**src/shared/mesc_map.svh**
```systemverilog
// constants of the motion and engine settings command handler
// assumes: included by the package and the design files by bare name
`ifndef MESC_MAP_SVH
`define MESC_MAP_SVH

// ---------------------------------------------------------------------
// command codes and frame lengths
// ---------------------------------------------------------------------
`define MESC_CMD_SET_MOVE 32'h766F6D73
`define MESC_CMD_GET_MOVE 32'h766F6D67
`define MESC_CMD_SET_ENG  32'h676E6573
`define MESC_CMD_GET_ENG  32'h676E6567
`define MESC_MOVE_LEN     6'h1E
`define MESC_ENG_LEN      6'h22
`define MESC_ECHO_LEN     6'h04
`define MESC_CMD_LAST     6'h03
`define MESC_MAX_LEN      34

// ---------------------------------------------------------------------
// byte offsets inside the motion frame
// ---------------------------------------------------------------------
`define MESC_MV_SPEED     4
`define MESC_MV_SPEED_FR  8
`define MESC_MV_ACCEL     9
`define MESC_MV_DECEL     11
`define MESC_MV_BL_SPEED  13
`define MESC_MV_BL_FR     17

// ---------------------------------------------------------------------
// byte offsets inside the engine frame
// ---------------------------------------------------------------------
`define MESC_EN_VOLT      4
`define MESC_EN_CURR      6
`define MESC_EN_SPEED     8
`define MESC_EN_SPEED_FR  12
`define MESC_EN_FLAGS     13
`define MESC_EN_BL_COUNT  15
`define MESC_EN_STEP_DIV  17
`define MESC_EN_STEPS_REV 18

// ---------------------------------------------------------------------
// flag bit positions and step division codes
// ---------------------------------------------------------------------
`define MESC_FL_REVERSE   0
`define MESC_FL_MAX_SPEED 2
`define MESC_FL_BACKLASH  3
`define MESC_FL_ACCEL     4
`define MESC_FL_VOLT      5
`define MESC_FL_CURR      6
`define MESC_FL_SPEED     7
`define MESC_STEP_FULL    8'h01
`define MESC_STEP_FINEST  8'h09

// ---------------------------------------------------------------------
// checksum defaults and reset value of stored bytes
// ---------------------------------------------------------------------
`define MESC_CRC_POLY     16'hA001
`define MESC_CRC_INIT     16'hFFFF
`define MESC_BYTE_RST     8'h00

`endif

```
**src/shared/mesc_pkg.sv**
```systemverilog
// types shared by the settings command handler files
// assumes: mesc_map.svh on the include path
`include "mesc_map.svh"

package mesc_pkg;

   // motion profile fields as stored
   typedef struct packed {
      logic [31:0] target_speed;
      logic [7:0]  target_speed_fraction;
      logic [15:0] accel;
      logic [15:0] decel;
      logic [31:0] backlash_approach_speed;
      logic [7:0]  backlash_approach_speed_fraction;
   } mesc_move_t;

   // engine configuration fields as stored
   typedef struct packed {
      logic [15:0]        rated_voltage;
      logic [15:0]        rated_current;
      logic [31:0]        rated_speed;
      logic [7:0]         rated_speed_fraction;
      logic [15:0]        motor_algorithm_flags;
      logic signed [15:0] backlash_count;
      logic [7:0]         step_division_select;
      logic [15:0]        steps_per_rev;
   } mesc_eng_t;

   // controls derived from the engine flags and step division code
   typedef struct packed {
      logic               reverse;
      logic               voltage_cap_en;
      logic               current_cap_en;
      logic               speed_cap_en;
      logic               accel_ramp_en;
      logic               backlash_en;
      logic signed [15:0] backlash_steps;
      logic [31:0]        speed_ceiling;
      logic [7:0]         speed_ceiling_fraction;
      logic               step_mode_valid;
      logic [3:0]         step_shift;
   } mesc_ctrl_t;

   // request parser states
   typedef enum logic [2:0] {
      MESC_IDLE  = 3'b000,
      MESC_CMD   = 3'b001,
      MESC_DATA  = 3'b010,
      MESC_CHECK = 3'b011,
      MESC_REPLY = 3'b100
   } mesc_state_t;

endpackage

```
**src/rtl/mesc_crc16.sv**
```systemverilog
// running 16-bit checksum over frame bytes, reflected shift form
// assumes: caller clears at frame start and feeds one byte per cycle
`timescale 1ns/10ps
`default_nettype none
`include "mesc_map.svh"

module mesc_crc16 #(
   parameter logic [15:0] POLY = `MESC_CRC_POLY,
   parameter logic [15:0] INIT = `MESC_CRC_INIT
) (
   input  wire logic        core_clk,
   input  wire logic        nrst,
   input  wire logic        clear,
   input  wire logic        feed,
   input  wire logic [7:0]  data,
   output logic      [15:0] crc_r,
   output logic      [15:0] crc_nxt
);

   // value after the present byte; clear restarts from the seed
   always_comb begin
      logic [15:0] c;
      c = (clear ? INIT : crc_r) ^ {8'h00, data};
      for (int b = 0; b < 8; b++) begin
         c = c[0] ? ((c >> 1) ^ POLY) : (c >> 1);
      end
      crc_nxt = c;
   end

   // running register
   always_ff @(posedge core_clk) begin
      if (!nrst) begin
         crc_r <= `MESC_CRC_INIT;
      end else if (feed) begin
         crc_r <= crc_nxt;
      end else if (clear) begin
         crc_r <= INIT;
      end
   end

endmodule // mesc_crc16

`default_nettype wire

```
**src/rtl/mesc_tx.sv**
```systemverilog
// answer serialiser: command code, then stored body and trailing checksum when longer than four bytes
// assumes: link side takes a byte when tx_valid and tx_ready are high
`timescale 1ns/10ps
`default_nettype none
`include "mesc_map.svh"

module mesc_tx (
   input  wire logic                         core_clk,
   input  wire logic                         nrst,
   input  wire logic                         start,
   input  wire logic [31:0]                  cmd,
   input  wire logic [5:0]                   len,
   input  wire logic [`MESC_MAX_LEN*8-1:0]   frame,
   output logic      [7:0]                   tx_data_r,
   output logic                              tx_valid_r,
   input  wire logic                         tx_ready,
   output logic                              tx_done_r
);

   logic [`MESC_MAX_LEN*8-1:0] frame_r;
   logic [31:0]                cmd_r;
   logic [5:0]                 len_r;
   logic [5:0]                 idx_r;
   logic [5:0]                 nidx;
   logic                       take;
   logic [15:0]                crc_r;
   logic [15:0]                crc_nxt;
   logic [7:0]                 next_byte;

   assign take = tx_valid_r && tx_ready;
   assign nidx = idx_r + 6'h01;

   // checksum over every byte ahead of the checksum itself
   mesc_crc16 u_crc (
      .core_clk (core_clk),
      .nrst     (nrst),
      .clear    (start),
      .feed     (take && (idx_r < len_r - 6'h02) && (len_r > 6'h04)),
      .data     (tx_data_r),
      .crc_r    (crc_r),
      .crc_nxt  (crc_nxt)
   );

   // byte that follows the one now offered, low byte first
   always_comb begin
      if (nidx <= `MESC_CMD_LAST) begin
         next_byte = cmd_r[nidx[1:0]*8 +: 8];
      end else if (nidx == len_r - 6'h02) begin
         next_byte = crc_nxt[7:0];
      end else if (nidx == len_r - 6'h01) begin
         next_byte = crc_r[15:8];
      end else begin
         next_byte = frame_r[nidx*8 +: 8];
      end
   end

   // frame capture and byte stepping
   always_ff @(posedge core_clk) begin
      if (!nrst) begin
         frame_r    <= '0;
         cmd_r      <= 32'h0000_0000;
         len_r      <= 6'h00;
         idx_r      <= 6'h00;
         tx_data_r  <= 8'h00;
         tx_valid_r <= 1'b0;
         tx_done_r  <= 1'b0;
      end else begin
         tx_done_r <= 1'b0;
         if (start) begin
            frame_r    <= frame;
            cmd_r      <= cmd;
            len_r      <= len;
            idx_r      <= 6'h00;
            tx_data_r  <= cmd[7:0];
            tx_valid_r <= 1'b1;
         end else if (take) begin
            if (nidx == len_r) begin
               tx_valid_r <= 1'b0;
               tx_done_r  <= 1'b1;
            end else begin
               idx_r     <= nidx;
               tx_data_r <= next_byte;
            end
         end
      end
   end

endmodule // mesc_tx

`default_nettype wire

```
**src/rtl/mesc_cmd.sv**
```systemverilog
// motion profile and engine settings command handler
// assumes: byte link on core_clk delivers rx bytes with a first-byte mark;
// motion logic consumes the stored fields and derived controls
`timescale 1ns/10ps
`default_nettype none
`include "mesc_map.svh"

module mesc_cmd
   import mesc_pkg::*;
(
   input  wire logic        core_clk,
   input  wire logic        nrst,
   input  wire logic        rx_valid,
   input  wire logic        rx_first,
   input  wire logic [7:0]  rx_data,
   output logic      [7:0]  tx_data,
   output logic             tx_valid,
   input  wire logic        tx_ready,
   input  wire logic [31:0] max_reachable_speed,
   output mesc_move_t       move_cfg_r,
   output mesc_eng_t        eng_cfg_r,
   output mesc_ctrl_t       ctrl_r,
   output logic             busy_r,
   output logic             crc_error_r
);

   // ------------------------------------------------------------------
   // storage
   // ------------------------------------------------------------------
   logic [7:0]  rx_buf   [0:`MESC_MAX_LEN-1];
   logic [7:0]  move_mem [0:`MESC_MAX_LEN-1];
   logic [7:0]  eng_mem  [0:`MESC_MAX_LEN-1];

   mesc_state_t state_r;
   logic [5:0]  idx_r;
   logic [5:0]  len_r;
   logic [23:0] cmd_lo_r;
   logic [31:0] cmd_full;
   logic        is_eng_r;
   logic        sel_eng_r;
   logic        start_r;
   logic [31:0] reply_cmd_r;
   logic [5:0]  reply_len_r;
   logic        take;
   logic        crc_feed;
   logic        crc_match;
   logic [15:0] rx_crc_r;
   logic [15:0] rx_crc_nxt;
   logic        tx_done;
   logic [`MESC_MAX_LEN*8-1:0] reply_frame;

   // ------------------------------------------------------------------
   // request reception
   // ------------------------------------------------------------------

   // bytes are accepted only while no answer is pending
   assign take = rx_valid && (state_r != MESC_REPLY) &&
                 (state_r != MESC_CHECK) &&
                 (rx_first || state_r != MESC_IDLE);
   assign cmd_full = {rx_data, cmd_lo_r};
   assign crc_feed = take && (rx_first || state_r != MESC_DATA ||
                              idx_r < len_r - 6'h02);
   assign crc_match = (rx_crc_r == {rx_buf[len_r - 6'h01],
                                    rx_buf[len_r - 6'h02]});

   mesc_crc16 u_rx_crc (
      .core_clk (core_clk),
      .nrst     (nrst),
      .clear    (take && rx_first),
      .feed     (crc_feed),
      .data     (rx_data),
      .crc_r    (rx_crc_r),
      .crc_nxt  (rx_crc_nxt)
   );

   // staging buffer, filled in arrival order
   always_ff @(posedge core_clk) begin
      if (!nrst) begin
         for (int i = 0; i < `MESC_MAX_LEN; i++) begin
            rx_buf[i] <= `MESC_BYTE_RST;
         end
      end else if (take) begin
         rx_buf[rx_first ? 6'h00 : idx_r] <= rx_data;
      end
   end

   // parser state machine
   always_ff @(posedge core_clk) begin
      if (!nrst) begin
         state_r     <= MESC_IDLE;
         idx_r       <= 6'h00;
         len_r       <= 6'h00;
         cmd_lo_r    <= 24'h00_0000;
         is_eng_r    <= 1'b0;
         sel_eng_r   <= 1'b0;
         start_r     <= 1'b0;
         reply_cmd_r <= 32'h0000_0000;
         reply_len_r <= 6'h00;
         crc_error_r <= 1'b0;
      end else begin
         start_r     <= 1'b0;
         crc_error_r <= 1'b0;
         unique case (state_r)
            MESC_IDLE, MESC_CMD, MESC_DATA: begin
               if (take && rx_first) begin
                  cmd_lo_r <= {16'h0000, rx_data};
                  idx_r    <= 6'h01;
                  state_r  <= MESC_CMD;
               end else if (take && state_r == MESC_CMD) begin
                  if (idx_r != `MESC_CMD_LAST) begin
                     cmd_lo_r[idx_r[1:0]*8 +: 8] <= rx_data;
                  end
                  idx_r <= idx_r + 6'h01;
                  if (idx_r == `MESC_CMD_LAST) begin
                     unique case (cmd_full)
                        `MESC_CMD_GET_MOVE: begin
                           sel_eng_r   <= 1'b0;
                           reply_cmd_r <= cmd_full;
                           reply_len_r <= `MESC_MOVE_LEN;
                           start_r     <= 1'b1;
                           state_r     <= MESC_REPLY;
                        end
                        `MESC_CMD_GET_ENG: begin
                           sel_eng_r   <= 1'b1;
                           reply_cmd_r <= cmd_full;
                           reply_len_r <= `MESC_ENG_LEN;
                           start_r     <= 1'b1;
                           state_r     <= MESC_REPLY;
                        end
                        `MESC_CMD_SET_MOVE: begin
                           is_eng_r <= 1'b0;
                           len_r    <= `MESC_MOVE_LEN;
                           state_r  <= MESC_DATA;
                        end
                        `MESC_CMD_SET_ENG: begin
                           is_eng_r <= 1'b1;
                           len_r    <= `MESC_ENG_LEN;
                           state_r  <= MESC_DATA;
                        end
                        default: begin
                           state_r <= MESC_IDLE;
                        end
                     endcase
                  end
               end else if (take && state_r == MESC_DATA) begin
                  idx_r <= idx_r + 6'h01;
                  if (idx_r == len_r - 6'h01) begin
                     state_r <= MESC_CHECK;
                  end
               end
            end
            MESC_CHECK: begin
               if (crc_match) begin
                  reply_cmd_r <= is_eng_r ? `MESC_CMD_SET_ENG
                                          : `MESC_CMD_SET_MOVE;
                  reply_len_r <= `MESC_ECHO_LEN;
                  start_r     <= 1'b1;
                  state_r     <= MESC_REPLY;
               end else begin
                  crc_error_r <= 1'b1;
                  state_r     <= MESC_IDLE;
               end
            end
            MESC_REPLY: begin
               if (tx_done) begin
                  state_r <= MESC_IDLE;
               end
            end
            default: begin
               state_r <= MESC_IDLE;
            end
         endcase
      end
   end

   // busy while a frame is being collected or answered
   always_ff @(posedge core_clk) begin
      if (!nrst) begin
         busy_r <= 1'b0;
      end else begin
         busy_r <= (state_r != MESC_IDLE);
      end
   end

   // ------------------------------------------------------------------
   // settings storage, committed only on a good checksum
   // ------------------------------------------------------------------
   always_ff @(posedge core_clk) begin
      if (!nrst) begin
         for (int i = 0; i < `MESC_MAX_LEN; i++) begin
            move_mem[i] <= `MESC_BYTE_RST;
            eng_mem[i]  <= `MESC_BYTE_RST;
         end
      end else if (state_r == MESC_CHECK && crc_match) begin
         for (int i = 0; i < `MESC_MAX_LEN; i++) begin
            if (is_eng_r) begin
               eng_mem[i] <= rx_buf[i];
            end else begin
               move_mem[i] <= rx_buf[i];
            end
         end
      end
   end

   // ------------------------------------------------------------------
   // answer path
   // ------------------------------------------------------------------

   // flatten the selected store for the serialiser
   for (genvar g = 0; g < `MESC_MAX_LEN; g++) begin : g_reply
      assign reply_frame[g*8 +: 8] = sel_eng_r ? eng_mem[g] : move_mem[g];
   end

   mesc_tx u_tx (
      .core_clk   (core_clk),
      .nrst       (nrst),
      .start      (start_r),
      .cmd        (reply_cmd_r),
      .len        (reply_len_r),
      .frame      (reply_frame),
      .tx_data_r  (tx_data),
      .tx_valid_r (tx_valid),
      .tx_ready   (tx_ready),
      .tx_done_r  (tx_done)
   );

   // ------------------------------------------------------------------
   // field views, low byte first and packed without gaps
   // ------------------------------------------------------------------
   always_ff @(posedge core_clk) begin
      if (!nrst) begin
         move_cfg_r <= '0;
      end else begin
         move_cfg_r.target_speed <= {move_mem[`MESC_MV_SPEED+3],
            move_mem[`MESC_MV_SPEED+2], move_mem[`MESC_MV_SPEED+1],
            move_mem[`MESC_MV_SPEED]};
         move_cfg_r.target_speed_fraction <=
            move_mem[`MESC_MV_SPEED_FR];
         move_cfg_r.accel <= {move_mem[`MESC_MV_ACCEL+1],
            move_mem[`MESC_MV_ACCEL]};
         move_cfg_r.decel <= {move_mem[`MESC_MV_DECEL+1],
            move_mem[`MESC_MV_DECEL]};
         move_cfg_r.backlash_approach_speed <=
            {move_mem[`MESC_MV_BL_SPEED+3], move_mem[`MESC_MV_BL_SPEED+2],
             move_mem[`MESC_MV_BL_SPEED+1],
             move_mem[`MESC_MV_BL_SPEED]};
         move_cfg_r.backlash_approach_speed_fraction <=
            move_mem[`MESC_MV_BL_FR];
      end
   end

   always_ff @(posedge core_clk) begin
      if (!nrst) begin
         eng_cfg_r <= '0;
      end else begin
         eng_cfg_r.rated_voltage <= {eng_mem[`MESC_EN_VOLT+1],
            eng_mem[`MESC_EN_VOLT]};
         eng_cfg_r.rated_current <= {eng_mem[`MESC_EN_CURR+1],
            eng_mem[`MESC_EN_CURR]};
         eng_cfg_r.rated_speed <= {eng_mem[`MESC_EN_SPEED+3],
            eng_mem[`MESC_EN_SPEED+2], eng_mem[`MESC_EN_SPEED+1],
            eng_mem[`MESC_EN_SPEED]};
         eng_cfg_r.rated_speed_fraction <= eng_mem[`MESC_EN_SPEED_FR];
         eng_cfg_r.motor_algorithm_flags <= {eng_mem[`MESC_EN_FLAGS+1],
            eng_mem[`MESC_EN_FLAGS]};
         eng_cfg_r.backlash_count <= {eng_mem[`MESC_EN_BL_COUNT+1],
            eng_mem[`MESC_EN_BL_COUNT]};
         eng_cfg_r.step_division_select <=
            eng_mem[`MESC_EN_STEP_DIV];
         eng_cfg_r.steps_per_rev <= {eng_mem[`MESC_EN_STEPS_REV+1],
            eng_mem[`MESC_EN_STEPS_REV]};
      end
   end

   // ------------------------------------------------------------------
   // controls derived from the engine flags and step division code
   // ------------------------------------------------------------------
   always_ff @(posedge core_clk) begin
      if (!nrst) begin
         ctrl_r <= '0;
      end else begin
         ctrl_r.reverse <=
            eng_cfg_r.motor_algorithm_flags[`MESC_FL_REVERSE];
         ctrl_r.voltage_cap_en <=
            eng_cfg_r.motor_algorithm_flags[`MESC_FL_VOLT];
         ctrl_r.current_cap_en <=
            eng_cfg_r.motor_algorithm_flags[`MESC_FL_CURR];
         ctrl_r.speed_cap_en <=
            eng_cfg_r.motor_algorithm_flags[`MESC_FL_SPEED];
         ctrl_r.accel_ramp_en <=
            eng_cfg_r.motor_algorithm_flags[`MESC_FL_ACCEL];
         ctrl_r.backlash_en <=
            eng_cfg_r.motor_algorithm_flags[`MESC_FL_BACKLASH];
         // count passes only while compensation is on
         ctrl_r.backlash_steps <=
            eng_cfg_r.motor_algorithm_flags[`MESC_FL_BACKLASH] ?
            eng_cfg_r.backlash_count : 16'sh0000;
         // reachable maximum overrides the stored rated speed
         if (eng_cfg_r.motor_algorithm_flags[`MESC_FL_MAX_SPEED]) begin
            ctrl_r.speed_ceiling          <= max_reachable_speed;
            ctrl_r.speed_ceiling_fraction <= 8'h00;
         end else begin
            ctrl_r.speed_ceiling          <= eng_cfg_r.rated_speed;
            ctrl_r.speed_ceiling_fraction <=
               eng_cfg_r.rated_speed_fraction;
         end
         // division code to right-shift count, full step is zero
         if (eng_cfg_r.step_division_select >= `MESC_STEP_FULL &&
             eng_cfg_r.step_division_select <= `MESC_STEP_FINEST) begin
            ctrl_r.step_mode_valid <= 1'b1;
            ctrl_r.step_shift <= 4'(eng_cfg_r.step_division_select
                                    - `MESC_STEP_FULL);
         end else begin
            ctrl_r.step_mode_valid <= 1'b0;
            ctrl_r.step_shift      <= 4'h0;
         end
      end
   end

endmodule // mesc_cmd

`default_nettype wire

```
**config.mk**
```make
export PLATFORM = sky130hd
export DESIGN_NAME = mesc_cmd
export DESIGN_NICKNAME = d
export VERILOG_FILES = /design/src/shared/mesc_pkg.sv /design/src/rtl/mesc_crc16.sv /design/src/rtl/mesc_tx.sv /design/src/rtl/mesc_cmd.sv
export VERILOG_INCLUDE_DIRS = /design/src /design/src/shared
export SDC_FILE = /design/constraint.sdc
export NUM_CORES = 2
export LEC_CHECK = 0
export ABC_AREA = 1
export BUFFER_PORTS_ARGS = -buffer_cell sky130_fd_sc_hd__clkbuf_2
export CORE_MARGIN = 1
export CORE_UTILIZATION = 45
export CTS_CLUSTER_DIAMETER = 100
export DETAILED_ROUTE_END_ITERATION = 6
export GPL_TIMING_DRIVEN = 0
export HOLD_SLACK_MARGIN = 0.06
export MAX_ROUTING_LAYER = met4
export PLACE_DENSITY = 0.65
export SLEW_MARGIN = 20
export SYNTH_ARGS = -nofsm -noshare
export SYNTH_HDL_FRONTEND = slang
export SYNTH_SLANG_ARGS = --single-unit
```
**constraint.sdc**
```tcl
create_clock -name core_clk -period 62.9 [get_ports core_clk]
set_clock_uncertainty 0.2 [all_clocks]
set_input_delay 12.58 -clock core_clk [delete_from_list [all_inputs] [get_ports core_clk]]
set_output_delay 12.58 -clock core_clk [all_outputs]
set_load 0.05 [all_outputs]
```
==> results.json <==
{
  "critPathRequiredTime_ns": 63.23,
  "areaGrowthSynthToFinish_pct": 16.4,
  "die-area_sq_mm": 0.147,
  "path_class": "input port to register",
  "netlist_area_sq_mm": 0.0654,
  "hpwl_mm": 167,
  "drive_above_1_share_pct": 10.5,
  "hold_viol_final": 0,
  "hold_start": "eng_cfg_r[29]",
  "worst_slew_pin_slew_ns": 1.35,
  "grt_setup_unrepaired": "no",
  "grt_pass1_vias": 48564,
  "nNetsFinal": 7558,
  "cp_max_fo": 39,
  "total_leakage_power_nw": 30.9,
  "timing.final.crit_share_pct": 25.4,
  "violations": "design-rule violations",
  "grt_pass1_wl_mm": 326,
  "rows": 139,
  "status": "finished, violations left",
  "die_h_um": 383,
  "final_area_sq_mm": 0.0761,
  "antenna_found_initial": 8,
  "portBuffers": 360,
  "setup_ws_ns": 46.91,
  "r2r_cells": 24,
  "syn_area_per_cell_sq_um": 9.44,
  "setup_viol": 0,
  "max_freq_mhz": 62.5,
  "cts_resized": 0,
  "core_sq_mm": 0.144,
  "worstSetupStartpointType": "input port",
  "async_flop_share_pct": 0,
  "yosysWarnings": 0,
  "r2r_end": "move_mem[0][146]",
  "antenna_left": 0,
  "clkLatencyLatePin_ns": 0.84,
  "tns_ns": 0,
  "yosysSeqAreaShare_pct": 65.3,
  "grt-ovfl-total": 0,
  "clockRootBuffer": "clkbuf_16",
  "cts_sinks": 1667,
  "start_util_pct": 45.5,
  "cts_made_buffers": 168,
  "gp_congestion": 1.07,
  "grt_util_all_layers_pct": 31.7,
  "postCtsHoldBufs": 0,
  "power_per_cell_area_mw_per_mm2": 31.7,
  "ys_ff_latch": 1667,
  "vias": 52507,
  "wire_per_inst_um": 24.2,
  "fillers": 12795,
  "worstReg2RegStart": "len_r[1]",
  "die_w_um": 383,
  "end_kind": "register",
  "pre_cts_slack_ns": 45.98,
  "cts.htree.levels": 4,
  "first_pass_iters": 7,
  "postSynthNetCount": 6992,
  "hold_depth": 2,
  "ios": 363,
  "synth_cells": 6925,
  "vdd_ir_drop_max_mv": 0.0236,
  "slew_viol_final": 0,
  "r2r_setup_slack_ns": 56.69,
  "clk_pin_slew_ns": 0.06,
  "grt_start_max_net_pins": 50,
  "period_needed_ns": 15.99,
  "ys.flop_type": "edfxtp_1",
  "clk_path_buf_depth": 3,
  "post_cts.repair.setup_buffers": 0,
  "cp.arrival_ns": 16.31,
  "wirelength_mm": 231,
  "drc": 52,
  "synth.distinct_cells": 45,
  "synth_edf_count": 928,
  "cts_tree": "built",
  "drtIter0Drc": 7179,
  "place_area_sq_mm": 0.0704,
  "hold_ws_ns": 0.223,
  "drv_cap": 0,
  "hold_path_class": "register to register",
  "whs_endpoint": "ctrl_r[50]",
  "max_slew_margin_pct": 9.83,
  "vias_per_cell": 5.50
}
cell families (layout without fill, tap and decap cells):
group                    Yosys count  in the layout  synth area share [%]
AO/OA/AOI/OAI                   1072           1072                  8.95
XOR/XNOR                          30             30                 0.425
adder cells (fa/ha/maj)           22             22                 0.421
buffers and inverters           1271           1980                  7.55
flip-flops                      1667           1667                  65.3
multiplexers                       1              1                0.0153
other                              0              6                     0
AND/OR/NAND/NOR                 2862           2862                  17.4
sequential cells by signal (all words and copies together), names as in the netlist, 2 cells and up:
register and flops:
move_mem 272, ctrl_r 67, u_rx_crc.crc_r 16, reply_cmd_r 32
u_tx.frame_r 272, idx_r 6, state_r 3, move_cfg_r 112
u_tx.cmd_r 32, cmd_lo_r 24, u_tx.tx_data_r 8, eng_cfg_r 128
len_r 2, eng_mem 272, rx_buf 384, reply_len_r 4
u_tx.u_crc.crc_r 16, u_tx.idx_r 6, u_tx.len_r 4
worst max-delay path by stage:
stage	start	endpoint	slack, ns
after CTS	rx_first	rx_buf[16][6]	46.83
after floorplan	nrst	move_mem[0][0]	37.70
after global routing	nrst	eng_mem[0][110]	47.03
after detailed placement	rx_first	rx_buf[14][6]	45.98
final	nrst	eng_mem[0][110]	46.91
after global placement	nrst	move_mem[0][122]	24.23
cells in the mapped netlist (7+ instances only):
cell type,number,area [sq um]
o21ai_0,620,3100
a21oi_1,188,941
dfxtp_1,739,14800
edfxtp_1,928,27900
nand3b_1,14,105
inv_2,7,26.3
xnor2_1,12,105
nand2_1,1095,4110
nor2_1,1358,5100
nand3_1,328,1640
nor3_1,21,105
nand2_2,8,50.1
nand4_1,19,119
ha_1,22,275
buf_2,62,310
a211oi_1,12,90.1
buf_1,42,158
inv_1,863,3240
o22ai_1,143,895
buf_6,10,113
xor2_1,16,140
clkbuf_1,279,1050
o211ai_1,95,713
cells in the final DEF, fill, tap and decap left out, types with 62 or more instances in the layout:
cell type,Yosys,routed
a21oi_1,188,188
buf_2,62,62
clkbuf_1,279,296
clkbuf_16,0,175
clkbuf_2,0,382
dfxtp_1,739,739
edfxtp_1,928,928
inv_1,863,863
nand2_1,1095,1094
nand3_1,328,328
nor2_1,1358,1342
o211ai_1,95,95
o21ai_0,620,619
o22ai_1,143,143
final cells by class:
| type | count | area [sq um] | share of cell area (%) |
|---|---|---|---|
| Antenna cell | 6 | 15.0 | 0.0197 |
| Buffer | 397 | 1680 | 2.21 |
| Multi-Input combinational cell | 3987 | 17800 | 23.5 |
| Inverter | 874 | 3280 | 4.31 |
| Sequential cell | 1667 | 42700 | 56.0 |
| Tap cell | 1903 | 2380 | 3.13 |
| Clock buffer | 251 | 5020 | 6.60 |
| Timing Repair Buffer | 396 | 2590 | 3.41 |
| Clock inverter | 62 | 626 | 0.822 |
metal layers:
metal  vias up  routed length (um)  track usage [%]
met4         0               14600             17.0
met3       689               26900             7.55
met1     24786               87100             39.3
met5         -                   0                -
met2      3380              103000             47.7
li1      23652                   -                -
where the power goes:
group / internal (W) / total [W] / switching, W / leakage, nW
logic: 0.0000374 / 0.000184 / 0.000147 / 12.9
clock network: 0.000581 / 0.00102 / 0.000437 / 2.77
registers: 0.00119 / 0.00121 / 0.0000195 / 15.3
stage by stage:
stage	instances	utilization [%]	total power [W]
after floorplan	6925	-	0.00135
after global placement	9188	48.4	0.00142
after detailed placement	9223	49.0	0.00141
after CTS	9536	52.9	0.00241
after global routing	9543	52.9	0.00247
final	9543	52.9	0.00241
worst max-delay path: stages:
cell and delay (ns):
clkbuf_2 0.11, clkbuf_2 0.62, clkbuf_1 0.92, clkbuf_2 0.77, nand2_4 0.54, buf_12 0.38
buf_16 0.22
No activity file was read; power rests on OpenSTA's default activity.
